**config.mk**
```make
export PLATFORM = sky130hd
export DESIGN_NAME = sas_sar_adc_sequencer
export DESIGN_NICKNAME = d
export VERILOG_FILES = /design/src/core/sas_sar_adc_sequencer.v
export VERILOG_INCLUDE_DIRS = /design/src /design/src/core
export SDC_FILE = /design/constraint.sdc
export NUM_CORES = 1
export LEC_CHECK = 0
export BUFFER_PORTS_ARGS = -buffer_cell sky130_fd_sc_hd__buf_2
export CAP_MARGIN = 20
export CORE_ASPECT_RATIO = 1.2
export CORE_MARGIN = 2
export CORE_UTILIZATION = 40
export DETAILED_ROUTE_END_ITERATION = 8
export MAX_ROUTING_LAYER = met4
export PLACE_DENSITY = 0.56
export SETUP_SLACK_MARGIN = 0.5
export SLEW_MARGIN = 30
export SYNTH_ARGS = -nofsm -noshare
export SYNTH_HDL_FRONTEND = slang
export SYNTH_SLANG_ARGS = --single-unit
```
**constraint.sdc**
```tcl
create_clock -name sys_clk -period 9.1 [get_ports sys_clk]
set_input_delay 1.82 -clock sys_clk [delete_from_list [all_inputs] [get_ports sys_clk]]
set_output_delay 1.82 -clock sys_clk [all_outputs]
set_load 0.01 [all_outputs]
```
**src/core/sas_regs.vh**
```
`ifndef SAS_REGS_VH
`define SAS_REGS_VH

// Register byte offsets (32-bit words)
`define SAS_OFS_CTRL1 8'h00
`define SAS_OFS_CTRL2 8'h04
`define SAS_OFS_CTRL3 8'h08
`define SAS_OFS_INSEL 8'h0C
`define SAS_OFS_PCFG 8'h10
`define SAS_OFS_SCAN 8'h14
`define SAS_OFS_FLAG 8'h18
`define SAS_OFS_BUF 8'h40

// First control register fields
`define SAS_C1_ON 15
`define SAS_C1_FORMAT_FIELD_LO 8
`define SAS_C1_TRIG_LO 5
`define SAS_C1_AUTO_SAMPLE_BIT 2
`define SAS_C1_SAMPLE_BIT 1
`define SAS_C1_DONE 0

// Second control register fields
`define SAS_C2_VREF_LO 13
`define SAS_C2_SCAN 10
`define SAS_C2_HALF 7
`define SAS_C2_SAMPLES_PER_INTERRUPT_LO 2
`define SAS_C2_SPLIT 1
`define SAS_C2_ALT 0

// Third control register fields
`define SAS_C3_AUTO_SAMPLE_CLOCKS_LO 8
`define SAS_C3_RC 7
`define SAS_C3_DIV_LO 0

// Input select register fields
`define SAS_IS_MUXA_LO 0
`define SAS_IS_MUXB_LO 8

// Flag register fields
`define SAS_FL_IF 0

// Trigger source codes
`define SAS_TRIG_SW 3'h0
`define SAS_TRIG_EXT 3'h1
`define SAS_TRIG_TMR 3'h2
`define SAS_TRIG_AUTO 3'h7

// Reset values
`define SAS_RST_REG16 16'h0000

// Timing: converter clocks per conversion, first absent input
`define SAS_CONV_TADS 4'hE
`define SAS_FIRST_ABSENT 4'hD

`endif

```
**src/core/sas_sar_adc_sequencer.v**
```verilog
`timescale 1ns/1ns
`include "sas_regs.vh"

// Contract
// Sixteen-word 12-bit result buffer, read-only
// Setting sample bit starts acquisition
// Store each result; flag after programmed count
// One to sixteen samples per interrupt
// Split buffer halves swap each interrupt
// Sample count field sits at bits 5:2
// Alternate off samples group A only
// Alternate on: A then B, alternating
// Scan enable bit 10 steps group A
// Scan low to high, restart each interrupt
// Inputs 13 to 15 convert to zero
// Code 000: clearing sample bit converts
// Code 111: convert after programmed clocks
// Other codes take timer or external triggers; codes 011 to 110 never trigger a conversion
// Module off aborts, buffer keeps last value
// Module off beats automatic start
// Conversion lasts fourteen converter clocks
// Converter clock is half-instruction times divider+1
// RC select uses internal RC clock
// Software leaves config alone while on
// Software keeps converter clock period long enough
// Software selects conversion reference source
// Auto-sample bit restarts sampling automatically
// Format field picks one of four
// Unsplit buffer restarts at word zero
// Module off stops clocking, ignores triggers
module sas_sar_adc_sequencer (
  input wire sys_clk,
  input wire rst,
  input wire wb_cyc_i,
  input wire wb_stb_i,
  input wire wb_we_i,
  input wire [7:0] wb_adr_i,
  input wire [3:0] wb_sel_i,
  input wire [31:0] wb_dat_i,
  output reg [31:0] wb_dat_o,
  output reg wb_ack_o,
  input wire rcClkIn,
  input wire timerTrigIn,
  input wire extTrigIn,
  input wire [11:0] convResultIn,
  output reg sampleOn_ff,
  output reg convStart_ff,
  output reg convClk_ff,
  output reg [3:0] chanSel_ff,
  output reg [1:0] vrefSel_ff,
  output reg convIrqFlag_ff
);

  localparam ST_IDLE = 3'b001;
  localparam ST_SAMPLE = 3'b010;
  localparam ST_CONVERT = 3'b100;

  reg [2:0] state_ff;
  reg [2:0] nxt_state;
  reg [15:0] ctrl1_ff;
  reg [15:0] ctrl2_ff;
  reg [15:0] ctrl3_ff;
  reg [15:0] inSel_ff;
  reg [15:0] portCfg_ff;
  reg [15:0] scanSel_ff;
  reg sampleBit_ff;
  reg doneBit_ff;
  reg bufHalf_ff;
  reg altPhase_ff;
  reg [3:0] sampleCnt_ff;
  reg [5:0] divCnt_ff;
  reg [4:0] samcCnt_ff;
  reg [3:0] tadCnt_ff;
  reg [11:0] resultBuf [0:15];
  reg [2:0] rcSync_ff;
  reg [2:0] tmrSync_ff;
  reg [2:0] extSync_ff;
  reg rcStable_ff;
  reg tmrStable_ff;
  reg extStable_ff;

  wire moduleOn = ctrl1_ff[`SAS_C1_ON];
  wire [1:0] formatSel = ctrl1_ff[`SAS_C1_FORMAT_FIELD_LO +: 2];
  wire [2:0] trigSrc = ctrl1_ff[`SAS_C1_TRIG_LO +: 3];
  wire autoSample = ctrl1_ff[`SAS_C1_AUTO_SAMPLE_BIT];
  wire scanEn = ctrl2_ff[`SAS_C2_SCAN];
  wire [3:0] samplesPerIrq = ctrl2_ff[`SAS_C2_SAMPLES_PER_INTERRUPT_LO +: 4];
  wire bufSplit = ctrl2_ff[`SAS_C2_SPLIT];
  wire altEn = ctrl2_ff[`SAS_C2_ALT];
  wire [4:0] autoSampleClks = ctrl3_ff[`SAS_C3_AUTO_SAMPLE_CLOCKS_LO +: 5];
  wire rcSel = ctrl3_ff[`SAS_C3_RC];
  wire [5:0] clkDiv = ctrl3_ff[`SAS_C3_DIV_LO +: 6];

  wire busReq = wb_cyc_i & wb_stb_i & ~wb_ack_o;
  wire busWr = busReq & wb_we_i;

  // Position of the n-th set bit, scanning from bit 0 upward
  function [3:0] nth_selected;
    input [15:0] sel;
    input [3:0] n;
    integer i;
    reg [4:0] seen;
    reg found;
    begin
      nth_selected = 4'h0;
      seen = 5'h00;
      found = 1'b0;
      for (i = 0; i < 16; i = i + 1) begin
        if (sel[i] && !found) begin
          if (seen[3:0] == n) begin
            nth_selected = i[3:0];
            found = 1'b1;
          end
          seen = seen + 5'h01;
        end
      end
    end
  endfunction

  // Result word as presented on the bus
  function [15:0] format_word;
    input [11:0] d;
    input [1:0] fmt;
    begin
      case (fmt)
        2'h0: format_word = {4'h0, d};
        2'h1: format_word = {{5{~d[11]}}, d[10:0]};
        2'h2: format_word = {d, 4'h0};
        default: format_word = {~d[11], d[10:0], 4'h0};
      endcase
    end
  endfunction

  // Merge a write into a 16-bit register under byte lanes
  function [15:0] lane_merge;
    input [15:0] old;
    input [15:0] wr;
    input [1:0] sel;
    begin
      lane_merge = {sel[1] ? wr[15:8] : old[15:8], sel[0] ? wr[7:0] : old[7:0]};
    end
  endfunction

  // Outside inputs: three flops, a level change counts when stages two and three agree
  always @(posedge sys_clk) begin
    if (rst) begin
      rcSync_ff <= 3'h0;
      tmrSync_ff <= 3'h0;
      extSync_ff <= 3'h0;
      rcStable_ff <= 1'b0;
      tmrStable_ff <= 1'b0;
      extStable_ff <= 1'b0;
    end else begin
      rcSync_ff <= {rcSync_ff[1:0], rcClkIn};
      tmrSync_ff <= {tmrSync_ff[1:0], timerTrigIn};
      extSync_ff <= {extSync_ff[1:0], extTrigIn};
      if (rcSync_ff[1] == rcSync_ff[2]) begin
        rcStable_ff <= rcSync_ff[2];
      end
      if (tmrSync_ff[1] == tmrSync_ff[2]) begin
        tmrStable_ff <= tmrSync_ff[2];
      end
      if (extSync_ff[1] == extSync_ff[2]) begin
        extStable_ff <= extSync_ff[2];
      end
    end
  end

  wire rcRise = rcSync_ff[1] & rcSync_ff[2] & ~rcStable_ff;
  wire tmrRise = tmrSync_ff[1] & tmrSync_ff[2] & ~tmrStable_ff;
  wire extRise = extSync_ff[1] & extSync_ff[2] & ~extStable_ff;

  // Converter clock: half-instruction clock is one sys_clk, divided by divider+1
  wire divWrap = (divCnt_ff == clkDiv);
  wire tadTick = moduleOn & (rcSel ? rcRise : divWrap);

  always @(posedge sys_clk) begin
    if (rst || !moduleOn || rcSel || divWrap) begin
      divCnt_ff <= 6'h00;
    end else begin
      divCnt_ff <= divCnt_ff + 6'h01;
    end
  end

  // Channel for the current sequence
  wire [3:0] scanIdx = altEn ? {1'b0, sampleCnt_ff[3:1]} : sampleCnt_ff;
  wire [3:0] muxAChan = scanEn ? nth_selected(scanSel_ff, scanIdx) : inSel_ff[`SAS_IS_MUXA_LO +: 4];
  wire [3:0] curChan = (altEn && altPhase_ff) ? inSel_ff[`SAS_IS_MUXB_LO +: 4] : muxAChan;

  // Conversion trigger selection
  wire samcReached = (samcCnt_ff + 5'h01 >= autoSampleClks) & tadTick;
  reg convTrig;
  always @* begin
    case (trigSrc)
      `SAS_TRIG_SW: convTrig = ~sampleBit_ff;
      `SAS_TRIG_EXT: convTrig = extRise;
      `SAS_TRIG_TMR: convTrig = tmrRise;
      `SAS_TRIG_AUTO: convTrig = samcReached;
      default: convTrig = 1'b0;
    endcase
  end

  wire convDone = state_ff[2] & tadTick & (tadCnt_ff == `SAS_CONV_TADS - 4'h1);
  wire lastOfGroup = convDone & moduleOn & (sampleCnt_ff == samplesPerIrq);
  wire [3:0] wrIdx = {bufSplit & bufHalf_ff, 3'h0} + sampleCnt_ff;

  // Sequencer
  always @* begin
    nxt_state = state_ff;
    case (state_ff)
      ST_IDLE: begin
        if (moduleOn && sampleBit_ff) begin
          nxt_state = ST_SAMPLE;
        end
      end
      ST_SAMPLE: begin
        if (!moduleOn) begin
          nxt_state = ST_IDLE;
        end else if (convTrig) begin
          nxt_state = ST_CONVERT;
        end
      end
      ST_CONVERT: begin
        if (!moduleOn) begin
          nxt_state = ST_IDLE;
        end else if (convDone) begin
          nxt_state = ST_IDLE;
        end
      end
      default: nxt_state = ST_IDLE;
    endcase
  end

  always @(posedge sys_clk) begin
    if (rst) begin
      state_ff <= ST_IDLE;
      samcCnt_ff <= 5'h00;
      tadCnt_ff <= 4'h0;
      sampleCnt_ff <= 4'h0;
      bufHalf_ff <= 1'b0;
      altPhase_ff <= 1'b0;
      sampleOn_ff <= 1'b0;
      convStart_ff <= 1'b0;
      convClk_ff <= 1'b0;
      chanSel_ff <= 4'h0;
      vrefSel_ff <= 2'h0;
    end else begin
      state_ff <= nxt_state;
      sampleOn_ff <= nxt_state[1];
      convStart_ff <= state_ff[1] & nxt_state[2];
      convClk_ff <= state_ff[2] & moduleOn & tadTick;
      chanSel_ff <= curChan;
      vrefSel_ff <= ctrl2_ff[`SAS_C2_VREF_LO +: 2];
      if (!state_ff[1]) begin
        samcCnt_ff <= 5'h00;
      end else if (tadTick) begin
        samcCnt_ff <= samcCnt_ff + 5'h01;
      end
      if (!state_ff[2]) begin
        tadCnt_ff <= 4'h0;
      end else if (tadTick) begin
        tadCnt_ff <= tadCnt_ff + 4'h1;
      end
      if (lastOfGroup) begin
        sampleCnt_ff <= 4'h0;
        altPhase_ff <= 1'b0;
        if (bufSplit) begin
          bufHalf_ff <= ~bufHalf_ff;
        end
      end else if (convDone && moduleOn) begin
        sampleCnt_ff <= sampleCnt_ff + 4'h1;
        altPhase_ff <= ~altPhase_ff;
      end
    end
  end

  // Result store: only whole conversions reach the buffer
  always @(posedge sys_clk) begin
    if (convDone && moduleOn) begin
      resultBuf[wrIdx] <= (chanSel_ff >= `SAS_FIRST_ABSENT) ? 12'h000 : convResultIn;
    end
  end

  // Sample bit: software writes, hardware clears on trigger, sets on auto restart
  wire swCtrl1Wr = busWr & (wb_adr_i == `SAS_OFS_CTRL1) & wb_sel_i[0];
  always @(posedge sys_clk) begin
    if (rst) begin
      sampleBit_ff <= 1'b0;
    end else if (convDone && moduleOn && autoSample) begin
      sampleBit_ff <= 1'b1;
    end else if (state_ff[1] && moduleOn && convTrig && trigSrc != `SAS_TRIG_SW) begin
      sampleBit_ff <= 1'b0;
    end else if (swCtrl1Wr) begin
      sampleBit_ff <= wb_dat_i[`SAS_C1_SAMPLE_BIT];
    end else if (state_ff[0] && moduleOn && autoSample) begin
      sampleBit_ff <= 1'b1;
    end
  end

  // Done and interrupt flags; a set in the same cycle beats a clear
  always @(posedge sys_clk) begin
    if (rst) begin
      doneBit_ff <= 1'b0;
      convIrqFlag_ff <= 1'b0;
    end else begin
      if (lastOfGroup) begin
        doneBit_ff <= 1'b1;
      end else if (swCtrl1Wr && !wb_dat_i[`SAS_C1_DONE]) begin
        doneBit_ff <= 1'b0;
      end else if (state_ff[0] && nxt_state[1]) begin
        doneBit_ff <= 1'b0;
      end
      if (lastOfGroup) begin
        convIrqFlag_ff <= 1'b1;
      end else if (busWr && wb_adr_i == `SAS_OFS_FLAG && wb_sel_i[0] && wb_dat_i[`SAS_FL_IF]) begin
        convIrqFlag_ff <= 1'b0;
      end
    end
  end

  // Wishbone slave: configuration registers
  always @(posedge sys_clk) begin
    if (rst) begin
      ctrl1_ff <= `SAS_RST_REG16;
      ctrl2_ff <= `SAS_RST_REG16;
      ctrl3_ff <= `SAS_RST_REG16;
      inSel_ff <= `SAS_RST_REG16;
      portCfg_ff <= `SAS_RST_REG16;
      scanSel_ff <= `SAS_RST_REG16;
    end else if (busWr) begin
      case (wb_adr_i)
        `SAS_OFS_CTRL1: ctrl1_ff <= lane_merge(ctrl1_ff, wb_dat_i[15:0], wb_sel_i[1:0]);
        `SAS_OFS_CTRL2: ctrl2_ff <= lane_merge(ctrl2_ff, wb_dat_i[15:0], wb_sel_i[1:0]);
        `SAS_OFS_CTRL3: ctrl3_ff <= lane_merge(ctrl3_ff, wb_dat_i[15:0], wb_sel_i[1:0]);
        `SAS_OFS_INSEL: inSel_ff <= lane_merge(inSel_ff, wb_dat_i[15:0], wb_sel_i[1:0]);
        `SAS_OFS_PCFG: portCfg_ff <= lane_merge(portCfg_ff, wb_dat_i[15:0], wb_sel_i[1:0]);
        `SAS_OFS_SCAN: scanSel_ff <= lane_merge(scanSel_ff, wb_dat_i[15:0], wb_sel_i[1:0]);
        default: ctrl1_ff <= ctrl1_ff;
      endcase
    end
  end

  // Read mux; buffer words ignore writes
  reg [15:0] rdWord;
  always @* begin
    rdWord = 16'h0000;
    if (wb_adr_i[7:6] == 2'h1 && wb_adr_i[1:0] == 2'h0) begin
      rdWord = format_word(resultBuf[wb_adr_i[5:2]], formatSel);
    end else begin
      case (wb_adr_i)
        `SAS_OFS_CTRL1: rdWord = {ctrl1_ff[15:3], ctrl1_ff[`SAS_C1_AUTO_SAMPLE_BIT], sampleBit_ff, doneBit_ff};
        `SAS_OFS_CTRL2: rdWord = {ctrl2_ff[15:8], bufHalf_ff, ctrl2_ff[6:0]};
        `SAS_OFS_CTRL3: rdWord = ctrl3_ff;
        `SAS_OFS_INSEL: rdWord = inSel_ff;
        `SAS_OFS_PCFG: rdWord = portCfg_ff;
        `SAS_OFS_SCAN: rdWord = scanSel_ff;
        `SAS_OFS_FLAG: rdWord = {15'h0000, convIrqFlag_ff};
        default: rdWord = 16'h0000;
      endcase
    end
  end

  always @(posedge sys_clk) begin
    if (rst) begin
      wb_ack_o <= 1'b0;
      wb_dat_o <= 32'h0000_0000;
    end else begin
      wb_ack_o <= busReq;
      wb_dat_o <= busReq ? {16'h0000, rdWord} : 32'h0000_0000;
    end
  end

endmodule // sas_sar_adc_sequencer
```
Word level (Yosys, flattened, before mapping)
Memory sizes are Yosys's and may differ from the RTL's.
Index checks and enable logic that the tools add are counted.
Widths: inputs -> output; s select.
Storage, ports and cells
  register bits: 176
  bits in latches: 0
  memory bits (writable): 192
  memory bits (read-only): 0
  input port bits: 64
  word-level logic and storage cells: 308
  memories: 1
Operators by class
  add/sub/neg operators: 19
  multiply operators: 0
  div/mod/pow operators: 0
  magnitude comparators: 2
  eq/ne operators: 39
  shift-type cells: 0
  multiplexer cells: 101
  bitwise logic cells: 32
  reduce and logical (&&, ||, !) cells: 77
Memory list
  resultBuf: depth 16, bits a word 12, rd ports 1, clocked after memory_dff 0, write ports 1, line sas_sar_adc_sequencer.v:74  | reg [11:0] resultBuf [0:15];
Operators with widths (count)
  $mux 4: 45
  $pmux 16 s7: 1
  $eq 4x4->1: 16
  $add 4x1->4 const B: 15
  $pmux 16 s3: 1
  $mux 1: 45
  $reduce_and 3->1: 13
  $logic_and 1x1->1: 30
  $eq 8x5->1 const B: 3
  $and 1x1->1: 21
  $logic_not 1->1: 17
  $eq 8x4->1 const B: 2
  $mux 16: 1
  $mux 3: 5
  $mux 12: 1
  $not 1->1: 11
  $pmux 3 s3: 1
  $eq 8x3->1 const B: 1
  $logic_not 8->1: 1
  $reduce_or 2->1: 4
  $add 6x1->6 const B: 1
  $eq 3x1->1 const B: 2
  $eq 3x2->1 const B: 2
  $eq 3x3->1 const B: 2
  other kinds (21): 29

Depth between registers and ports, before layout
Gate-level depths: netlist of the first run.
  word-level depth: 51
  depth in mapped cells: 49
  gate-level depth less buffers: 47

Least setup slack after synthesis of the first run
OpenSTA, ideal clock, no wires.
  path kind: reg-to-reg
  from: register sampleCnt_ff[1]
  to: register chanSel_ff[0]
  library setup time: 0.086 ns
  data arrival time: 9.500 ns
  required time: 9.014 ns
  setup slack: -0.487 ns
  cell stages (with the launch flop): 45
  cells stage by stage: dfxtp_1 > nor3_1 > nand3_1 > nand2_1 > ha_1 > buf_2 > a311oi_1 > o21ai_2 > and2_1 > inv_1 > ha_1 > nand3_1 > nand2_1 > ha_1 > nor2_1 > a31oi_1 > ha_1 > and2_1 > (+9 left out) > ha_1 > mux2i_1 > mux2i_2 > ha_1 > inv_1 > a21oi_1 > ha_1 > mux2_2 > ha_1 > mux2_4 > ha_1 > mux2i_1 > inv_1 > ha_1 > xnor2_1 > nor4b_2 > o2111ai_2 > a221oi_2
Between the ends
  word-level cells in the longest chain between the ends: 51
Ends and longest elaborated chain
  from (decl): line sas_sar_adc_sequencer.v:70  | reg [3:0] sampleCnt_ff;
  from (signal assigned): line sas_sar_adc_sequencer.v:271  | sampleCnt_ff <= sampleCnt_ff + 4'h1;
  $mux 4 *: line sas_sar_adc_sequencer.v:186  | wire [3:0] scanIdx = altEn ? {1'b0, sampleCnt_ff[3:1]} : sampleCnt_ff;
  branches (longest 47 deep; another with $add 4x1->4)
  $mux 4 *: line sas_sar_adc_sequencer.v:109  | if (sel[i] && !found) begin
  $mux 4 *: line sas_sar_adc_sequencer.v:187  | wire [3:0] muxAChan = scanEn ? nth_selected(scanSel_ff, scanIdx) : inSel_ff[`SAS_IS_MUXA_LO +: 4];
  $mux 4 *: line sas_sar_adc_sequencer.v:188  | wire [3:0] curChan = (altEn && altPhase_ff) ? inSel_ff[`SAS_IS_MUXB_LO +: 4] : muxAChan;
  to (signal assigned): line sas_sar_adc_sequencer.v:252  | chanSel_ff <= curChan;
  to (decl): line sas_sar_adc_sequencer.v:49  | output reg [3:0] chanSel_ff,
Every way passes the cells marked *.
A chain may end at the register's enable or synchronous reset.

Worst setup path in the final report of the first run
  from: register sampleCnt_ff[2]
  to: register chanSel_ff[2]
Same word-level chain as after synthesis.

==> impl_metrics.json, run 1 <==
{
  "drive_above_1_share": 0.3075,
  "ir_drop_mv": 0.1598,
  "status": "complete, no violations",
  "required_ps": 9510,
  "yosysTopAreaCell": "edfxtp_1",
  "cp_top_family": "adder cells",
  "clock-skew-final_ps": 31.70,
  "finalSetupViolations": 0,
  "die_y_um": 237.4,
  "drc_errors": 0,
  "synth_top_area_share": 0.3175,
  "drt-total-wl_mm": 50.43,
  "hold_viol": 0,
  "hp-class": "reg -> reg",
  "post_drt_wl_per_cell_um": 21.29,
  "die_area_mm2": 0.04713,
  "synthArstFlopShare": 0,
  "grt_pass1_wl_mm": 75.42,
  "syn-cell-area_mm2": 0.01816,
  "synth_enable_flop_cells": 192,
  "area_delta_synth_final_pct": 21.49,
  "worst_slack_ps": 368.4,
  "hold_ws_ps": 443.4,
  "h-tree-depth": 2,
  "grt_overflow": 0,
  "cts-root-buf": "clkbuf_16",
  "cp-start-kind": "register",
  "cts_tree": "done",
  "clock_latency_ps": 540,
  "drt_pass1_iterations": 7,
  "min_period_over_period": 0.9595,
  "synth_area_leaders": "edfxtp_1 32%, dfxtp_1 17%, mux4_2 7.4%",
  "syn_inst": 1547,
  "synth_cell_type_count": 127,
  "min_period_ps": 8732,
  "clkSinkCount": 349,
  "clockBufferDepth": 3,
  "worstPathMaxFanout": 4,
  "grt_max_degree": 64,
  "crit_arrival_ps": 9140,
  "fin_tns_setup_ps": 0,
  "numPortBuffers": 72,
  "final_nets": 1822,
  "vias_per_cell": 5.560,
  "dr_total_vias": 13172,
  "synth_warnings": 0,
  "worst-path-buf-inv": 10,
  "drv_cap": 0,
  "gp_congestion": 0.8818,
  "post-route-util": 0.4916,
  "power.density_mw_per_mm2": 145.7,
  "cp_common_cell": "ha_4",
  "slowest_stage": "dfxtp_2",
  "p_leak_uw": 0.007584,
  "max_clock_freq_ghz": 0.1145,
  "clk_pin_slew_worst_paths_ps": 60,
  "cts_made_buffers": 37,
  "synth_ff_type": "edfxtp_1",
  "finalPower_uw": 3214,
  "crit_type": "reg -> reg",
  "track_usage": 0.2163,
  "rsz0062_at_grt": "true",
  "max_stage_delay_ps": 340,
  "coreArea_mm2": 0.04488,
  "avgSynthCellArea_um2": 11.74,
  "pre_cts_ws_ps": -66.28,
  "ys_seq_area_frac": 0.4906,
  "drtIter0Drc": 927,
  "ant_nets": 0,
  "grt_antenna_before_repair": 4,
  "die_w_um": 198.5,
  "end_kind": "register",
  "tightestPinTransition_ps": 1018,
  "grt_pass1_vias": 12640,
  "drv_slew": 0,
  "io_pins": 107,
  "synth_seq_cells": 349,
  "relSlewSlack": 0.3206,
  "placementRows": 85,
  "initial_core_util": 0.4046,
  "dp_hpwl_mm": 34.72
}
power by group:
part	internal, uW	total [uW]	leakage, uW	switching, uW
sequential	1660	1660	0.00299	1.03
clock	835	1440	0.000573	601
combinational	44.0	115	0.00402	71.0
state kept, by name (all words and copies together), names as in the netlist, 5 cells and up:
signal / count
wb_dat_o: 16
portCfg_ff: 16
ctrl3_ff: 16
ctrl1_ff: 14
ctrl2_ff: 15
scanSel_ff: 16
samcCnt_ff: 5
resultBuf: 192
inSel_ff: 16
divCnt_ff: 6
cell usage in the layout (no fill, tap or decap), types with 12 or more instances in the layout:
| cell type | n |
|---|---|
| dfxtp_1 | 154 |
| o21ai_0 | 19 |
| a21oi_1 | 18 |
| a31oi_1 | 21 |
| xnor2_1 | 40 |
| nand2_1 | 69 |
| edfxtp_1 | 192 |
| inv_1 | 26 |
| nand3_1 | 30 |
| nor3_1 | 22 |
| ha_1 | 16 |
| and2_1 | 24 |
| nor2_2 | 15 |
| conb_1 | 16 |
| mux2i_1 | 101 |
| a22oi_1 | 30 |
| nand2b_1 | 17 |
| clkbuf_16 | 39 |
| buf_2 | 70 |
| buf_4 | 140 |
| nor2b_1 | 19 |
| xor2_1 | 28 |
| nand4_1 | 14 |
| o211ai_1 | 19 |
| mux4_2 | 60 |
| ha_4 | 12 |
| nor2_1 | 167 |
per-layer routing:
metal | share of wire | routed length [um] | track usage
met2 | 0.49 | 24840 | 0.3537
met5 | 0 | 0 | -
met3 | 0.043 | 2192 | 0.02781
met4 | 0.022 | 1088 | 0.05880
met1 | 0.44 | 22300 | 0.2839
Yosys cell counts (12+ instances only):
master / instances
buf_1: 13
nand2_1: 73
nor2b_1: 24
nand3_1: 34
nor2_1: 189
nor3_1: 26
a22oi_1: 30
a21oi_1: 21
edfxtp_1: 192
nand2b_1: 17
buf_4: 16
mux2i_1: 105
mux4_2: 60
xnor2_1: 48
and2_1: 27
dfxtp_1: 157
xor2_1: 32
o211ai_1: 19
ha_1: 29
o21ai_1: 12
inv_1: 31
nor4_1: 15
a31oi_1: 23
and3_1: 12
nand4_1: 14
o21ai_0: 22
clkbuf_1: 51
what timing repair did:
| action | CTS | global route |
|---|---|---|
| gates resized for setup | 27 | 73 |
| setup endpoints to repair | 4 | 4 |
| setup buffers | 25 | 16 |
| pin swaps | 27 | 51 |
| hold buffers | 0 | 0 |
| cloned | 0 | 0 |
metrics by stage:
step                instances  instance area [um2]
detailed placement       2258                20000
finish                   2369                22060
global placement         2258                19970
global route             2369                22060
floorplan                1562                18430
CTS                      2349                21500
final cells by class:
| type | instances | area, um2 |
|---|---|---|
| Timing Repair Buffer | 220 | 1514 |
| Tap cell | 609 | 762.0 |
| Clock inverter | 11 | 66.31 |
| Sequential cell | 349 | 8915 |
| Fill cell | 4028 | 22820 |
| Antenna cell | 4 | 10.01 |
| Clock buffer | 55 | 1096 |
| Multi-Input combinational cell | 1088 | 9569 |
| Inverter | 33 | 130.1 |
cells by family after synthesis:
kind of cell               after synthesis  synth area share
and+or+nand+nor                        496            0.1425
DFF                                    349            0.4906
AOI/OAI and AO/OA                      273            0.1206
muxes                                  181            0.1428
buffers and inverters                  125           0.03135
xor gates and xnor gates                93           0.05202
adders and majority gates               29           0.01998
other                                    1         0.0002065
path summary, 6_finish.rpt:
kind | from | end | slack [ps] | cells past startpoint
worst max-delay path | sampleCnt_ff[2] | chanSel_ff[2] | 370 | 47
worst min-delay path | extSync_ff[0] | extSync_ff[1] | 440 | 1
worst max register to register | sampleCnt_ff[2] | chanSel_ff[2] | 370 | 47
worst min register to register | extSync_ff[0] | extSync_ff[1] | 440 | 1
(Power assumes the default switching activity.)
==> run 2, diff against run 1 <==
--- a/config.mk
+++ b/config.mk
@@ -10,10 +10,10 @@
 export CAP_MARGIN = 20
 export CORE_ASPECT_RATIO = 1.2
 export CORE_MARGIN = 2
-export CORE_UTILIZATION = 40
+export CORE_UTILIZATION = 55
 export DETAILED_ROUTE_END_ITERATION = 8
 export MAX_ROUTING_LAYER = met4
-export PLACE_DENSITY = 0.56
+export PLACE_DENSITY = 0.74
 export SETUP_SLACK_MARGIN = 0.5
 export SLEW_MARGIN = 30
 export SYNTH_ARGS = -nofsm -noshare
==> constraint.sdc (replaced) <==
create_clock -name sys_clk -period 9.1 [get_ports sys_clk]
set_input_delay 0.91 -clock sys_clk [delete_from_list [all_inputs] [get_ports sys_clk]]
set_output_delay 0.91 -clock sys_clk [all_outputs]
set_load 0.01 [all_outputs]
==> impl_metrics.json, run 2 (synthesized netlist as in run 1, its figures left out) <==
{
  "status": "complete, no violations",
  "grt_pass1_vias": 13651,
  "clkSinkCount": 349,
  "clock_latency_ps": 510,
  "die_y_um": 203.1,
  "worstPathMaxFanout": 5,
  "drv_cap": 0,
  "post_drt_wl_per_cell_um": 22.65,
  "worst-path-buf-inv": 10,
  "post-route-util": 0.6738,
  "max_clock_freq_ghz": 0.1136,
  "drv_slew": 0,
  "die_area_mm2": 0.03449,
  "initial_core_util": 0.5615,
  "finalPower_uw": 3108,
  "area_delta_synth_final_pct": 20.00,
  "grt_pass1_wl_mm": 75.71,
  "drt-total-wl_mm": 49.03,
  "cts-root-buf": "clkbuf_16",
  "final_common_cell": "edfxtp_1",
  "largest_reg_flops": 192,
  "required_ps": 9540,
  "hp-class": "reg -> reg",
  "ctsHoldBuffers": 0,
  "p_leak_uw": 0.007580,
  "gp_congestion": 0.8973,
  "tightestPinTransition_ps": 1028,
  "placementRows": 72,
  "ir_drop_mv": 0.1619,
  "relSlewSlack": 0.3140,
  "cp_top_family": "compound AO/OA/AOI/OAI gates",
  "max_stage_delay_ps": 390,
  "finalSetupViolations": 0,
  "final_nets": 1828,
  "final_cell_mix": "192 x edfxtp_1, 180 x nor2_1, 152 x dfxtp_1",
  "drc_errors": 0,
  "regMostFlops": "resultBuf",
  "dr_total_vias": 13676,
  "drtIter0Drc": 1236,
  "cts_made_buffers": 35,
  "cts_tree": "done",
  "power.density_mw_per_mm2": 142.6,
  "clk_pin_slew_worst_paths_ps": 60,
  "grt_overflow": 0,
  "crit_arrival_ps": 9250,
  "hold_viol": 0,
  "numPortBuffers": 72,
  "cp-start-kind": "register",
  "min_period_over_period": 0.9677,
  "slowest_stage": "a311o_1",
  "drt_pass1_iterations": 8,
  "ant_nets": 0,
  "h-tree-depth": 2,
  "grt_antenna_before_repair": 0,
  "r2r_setup_slack_ps": 290,
  "rsz0062_at_grt": "true",
  "stdcell_count": 2165,
  "die_w_um": 169.9,
  "vias_per_cell": 6.317,
  "coreArea_mm2": 0.03234,
  "min_period_ps": 8806,
  "end_kind": "register",
  "grt_max_degree": 70,
  "drive_above_1_share": 0.3020,
  "io_pins": 107,
  "clockBufferDepth": 3,
  "crit_type": "reg -> reg",
  "dp_hpwl_mm": 32.81,
  "track_usage": 0.2908,
  "antenna_cells": 0,
  "clock-skew-final_ps": 17.91,
  "dp.cells": 2062
}
## run 2: final cells by class
class | instances | area [um2]
clock inverter | 9 | 63.81
inverter | 33 | 130.1
tap | 407 | 509.2
multi-input combinational | 1088 | 9592
timing repair buffer | 228 | 1583
sequential | 349 | 8917
clock buffer | 51 | 997.2
fill | 2355 | 10550
## run 2: layer usage
| layer | wire length, um | vias up | track usage |
|---|---|---|---|
| li1 | - | 6211 | - |
| met5 | 0 | - | - |
| met3 | 2751 | 115 | 0.03431 |
| met1 | 19460 | 6813 | 0.3571 |
| met4 | 2031 | 0 | 0.1087 |
| met2 | 24790 | 537 | 0.4950 |
## run 2: report_power, final
group	switching, uW	total [uW]	internal, uW
Combinational	69.1	113	43.9
Clock	569	1330	763
Sequential	0.949	1660	1660
## run 2: final timing paths
check	to	startpoint	cells past startpoint
worst max-delay path	chanSel_ff[2]	sampleCnt_ff[3]	47
worst min-delay path	extSync_ff[1]	extSync_ff[0]	1
worst max register to register	chanSel_ff[2]	sampleCnt_ff[3]	47
worst min register to register	extSync_ff[1]	extSync_ff[0]	1
## run 2: worst reg2reg max path: cells and delay by family, from the launching register on
family | cells | cell delay, ps
adders and majority gates | 8 | 1870
buffers and inverters | 10 | 1360
DFF | 1 | 340
AOI/OAI and AO/OA | 11 | 1920
and+or+nand+nor | 10 | 1550
xor gates and xnor gates | 2 | 430
muxes | 6 | 1260
## run 2: timing repair
action / in CTS / in global routing
setup endpoints to repair: 4 / 4
pin swaps: 34 / 49
gates resized for setup: 51 / 62
setup buffers: 29 / 14
hold endpoints to repair: 0 / 0
## run 2: metrics by stage
| stage | hold slack [ps] | cell area [um2] | TNS, ps | setup slack [ps] |
|---|---|---|---|---|
| 2_1_floorplan | 413.8 | 18430 | 0 | 237.8 |
| 3_3_place_gp | 430.7 | 19730 | 0 | 49.56 |
| 3_5_place_dp | 428.6 | 19730 | -33.44 | -33.27 |
| 4_1_cts | 438.9 | 21330 | 0 | 470.7 |
| 5_1_grt | 438.9 | 21790 | -45.73 | -43.22 |
| 6_report | 435.7 | 21790 | 0 | 293.5 |
==> run 3, diff against run 2 <==
--- a/config.mk
+++ b/config.mk
@@ -13,7 +13,7 @@
 export CORE_UTILIZATION = 55
 export DETAILED_ROUTE_END_ITERATION = 8
 export MAX_ROUTING_LAYER = met4
-export PLACE_DENSITY = 0.74
+export PLACE_DENSITY = 0.76
 export SETUP_SLACK_MARGIN = 0.5
 export SLEW_MARGIN = 30
 export SYNTH_ARGS = -nofsm -noshare
==> impl_metrics.json, run 3 (synthesized netlist as in run 1, its figures left out) <==
{
  "status": "complete, no violations",
  "vias_per_cell": 6.336,
  "clkSinkCount": 349,
  "power.density_mw_per_mm2": 146.7,
  "final_common_cell": "edfxtp_1",
  "die_area_mm2": 0.03449,
  "initial_core_util": 0.5615,
  "die_y_um": 203.1,
  "area_delta_synth_final_pct": 20.49,
  "max_stage_delay_ps": 350,
  "ctsHoldBuffers": 0,
  "largest_reg_flops": 192,
  "worstPathMaxFanout": 5,
  "required_ps": 9500,
  "coreArea_mm2": 0.03234,
  "crit_arrival_ps": 9120,
  "io_pins": 107,
  "finalSetupViolations": 0,
  "fill_cells": 2238,
  "clock_latency_ps": 530,
  "drv_slew": 0,
  "tightestPinTransition_ps": 1036,
  "track_usage": 0.3018,
  "drt-total-wl_mm": 50.55,
  "gp_congestion": 0.9440,
  "max_clock_freq_ghz": 0.1146,
  "min_period_over_period": 0.9589,
  "cts_tree": "done",
  "numPortBuffers": 72,
  "regMostFlops": "resultBuf",
  "min_period_ps": 8726,
  "drtIter0Drc": 1371,
  "cp-start-kind": "register",
  "drt_pass1_iterations": 6,
  "clk_pin_slew_worst_paths_ps": 60,
  "hp-class": "reg -> reg",
  "drive_above_1_share": 0.3111,
  "hold_ws_ps": 447.4,
  "grt_antenna_before_repair": 0,
  "cts-root-buf": "clkbuf_16",
  "rsz0062_at_grt": "true",
  "drv_cap": 0,
  "placementRows": 72,
  "p_leak_uw": 0.007664,
  "ant_nets": 0,
  "relSlewSlack": 0.3084,
  "clockBufferDepth": 3,
  "slowest_stage": "a221oi_2",
  "crit_type": "reg -> reg",
  "cp_common_cell": "ha_4",
  "finalPower_uw": 3209,
  "post_drt_wl_per_cell_um": 23.21,
  "die_w_um": 169.9,
  "dp_hpwl_mm": 34.33,
  "grt_overflow": 0,
  "clock-skew-final_ps": 29.96,
  "h-tree-depth": 2,
  "grt_max_degree": 65,
  "antenna_cells": 0,
  "ir_drop_mv": 0.1921,
  "dr_total_vias": 13800,
  "fin_tns_setup_ps": 0,
  "grt_pass1_wl_mm": 77.95,
  "grt_pass1_vias": 13688,
  "cts_made_buffers": 35,
  "post-route-util": 0.6766,
  "hold_viol": 0,
  "end_kind": "register",
  "final_nets": 1839,
  "final_cell_mix": "192 x edfxtp_1, 179 x nor2_1, 160 x buf_4",
  "drc_errors": 0
}
-- run 3: routing by layer --
layer / share of wire / track usage / vias to the layer above
met4: 0.032 / 0.09615 / 0
met5: 0 / - / -
met1: 0.39 / 0.3778 / 6874
met3: 0.061 / 0.03275 / 117
li1: - / - / 6223
met2: 0.52 / 0.5160 / 586
-- run 3: path summary, 6_finish.rpt --
path / endpoint / slack, ps / start / cells past startpoint
max: chanSel_ff[0] / 370 / sampleCnt_ff[2] / 44
max reg2reg: chanSel_ff[0] / 370 / sampleCnt_ff[2] / 44
min reg2reg: extSync_ff[1] / 450 / extSync_ff[0] / 1
min: extSync_ff[1] / 450 / extSync_ff[0] / 1
-- run 3: final cells by class --
type / instances / area [um2] / area share
Inverter: 33 / 131.4 / 0.006004
Sequential cell: 349 / 8915 / 0.4074
Timing Repair Buffer: 239 / 1662 / 0.07594
Clock inverter: 16 / 143.9 / 0.006576
Multi-Input combinational cell: 1088 / 9522 / 0.4352
Clock buffer: 46 / 998.5 / 0.04563
Tap cell: 407 / 509.2 / 0.02327
-- run 3: worst max-delay path, delay by kind of cell, from the launching register on --
kind	cells	cell delay [ps]
adders and majority gates	10	2440
AOI/OAI and AO/OA	9	1950
muxes	7	1700
and+or+nand+nor	12	1530
buffers and inverters	5	530
DFF	1	340
xor gates and xnor gates	1	140
-- run 3: through the flow --
step	worst slack (ps)	instance area, um2	std cells
2_1_floorplan	237.8	18430	1562
3_5_place_dp	-93.64	19980	2094
3_3_place_gp	62.12	19980	2094
6_report	374.4	21880	2178
5_1_grt	0.3446	21880	2178
4_1_cts	393.0	21390	2167
-- run 3: where the power goes --
part,total [uW],switching [uW],internal [uW]
sequential,1660,1.17,1660
combinational,114,70.4,44.1
clock,1430,600,832
-- run 3: what timing repair did --
action,CTS,global route
gates resized for setup,37,73
setup endpoints to repair,4,4
pin swaps,31,36
setup buffers,11,11
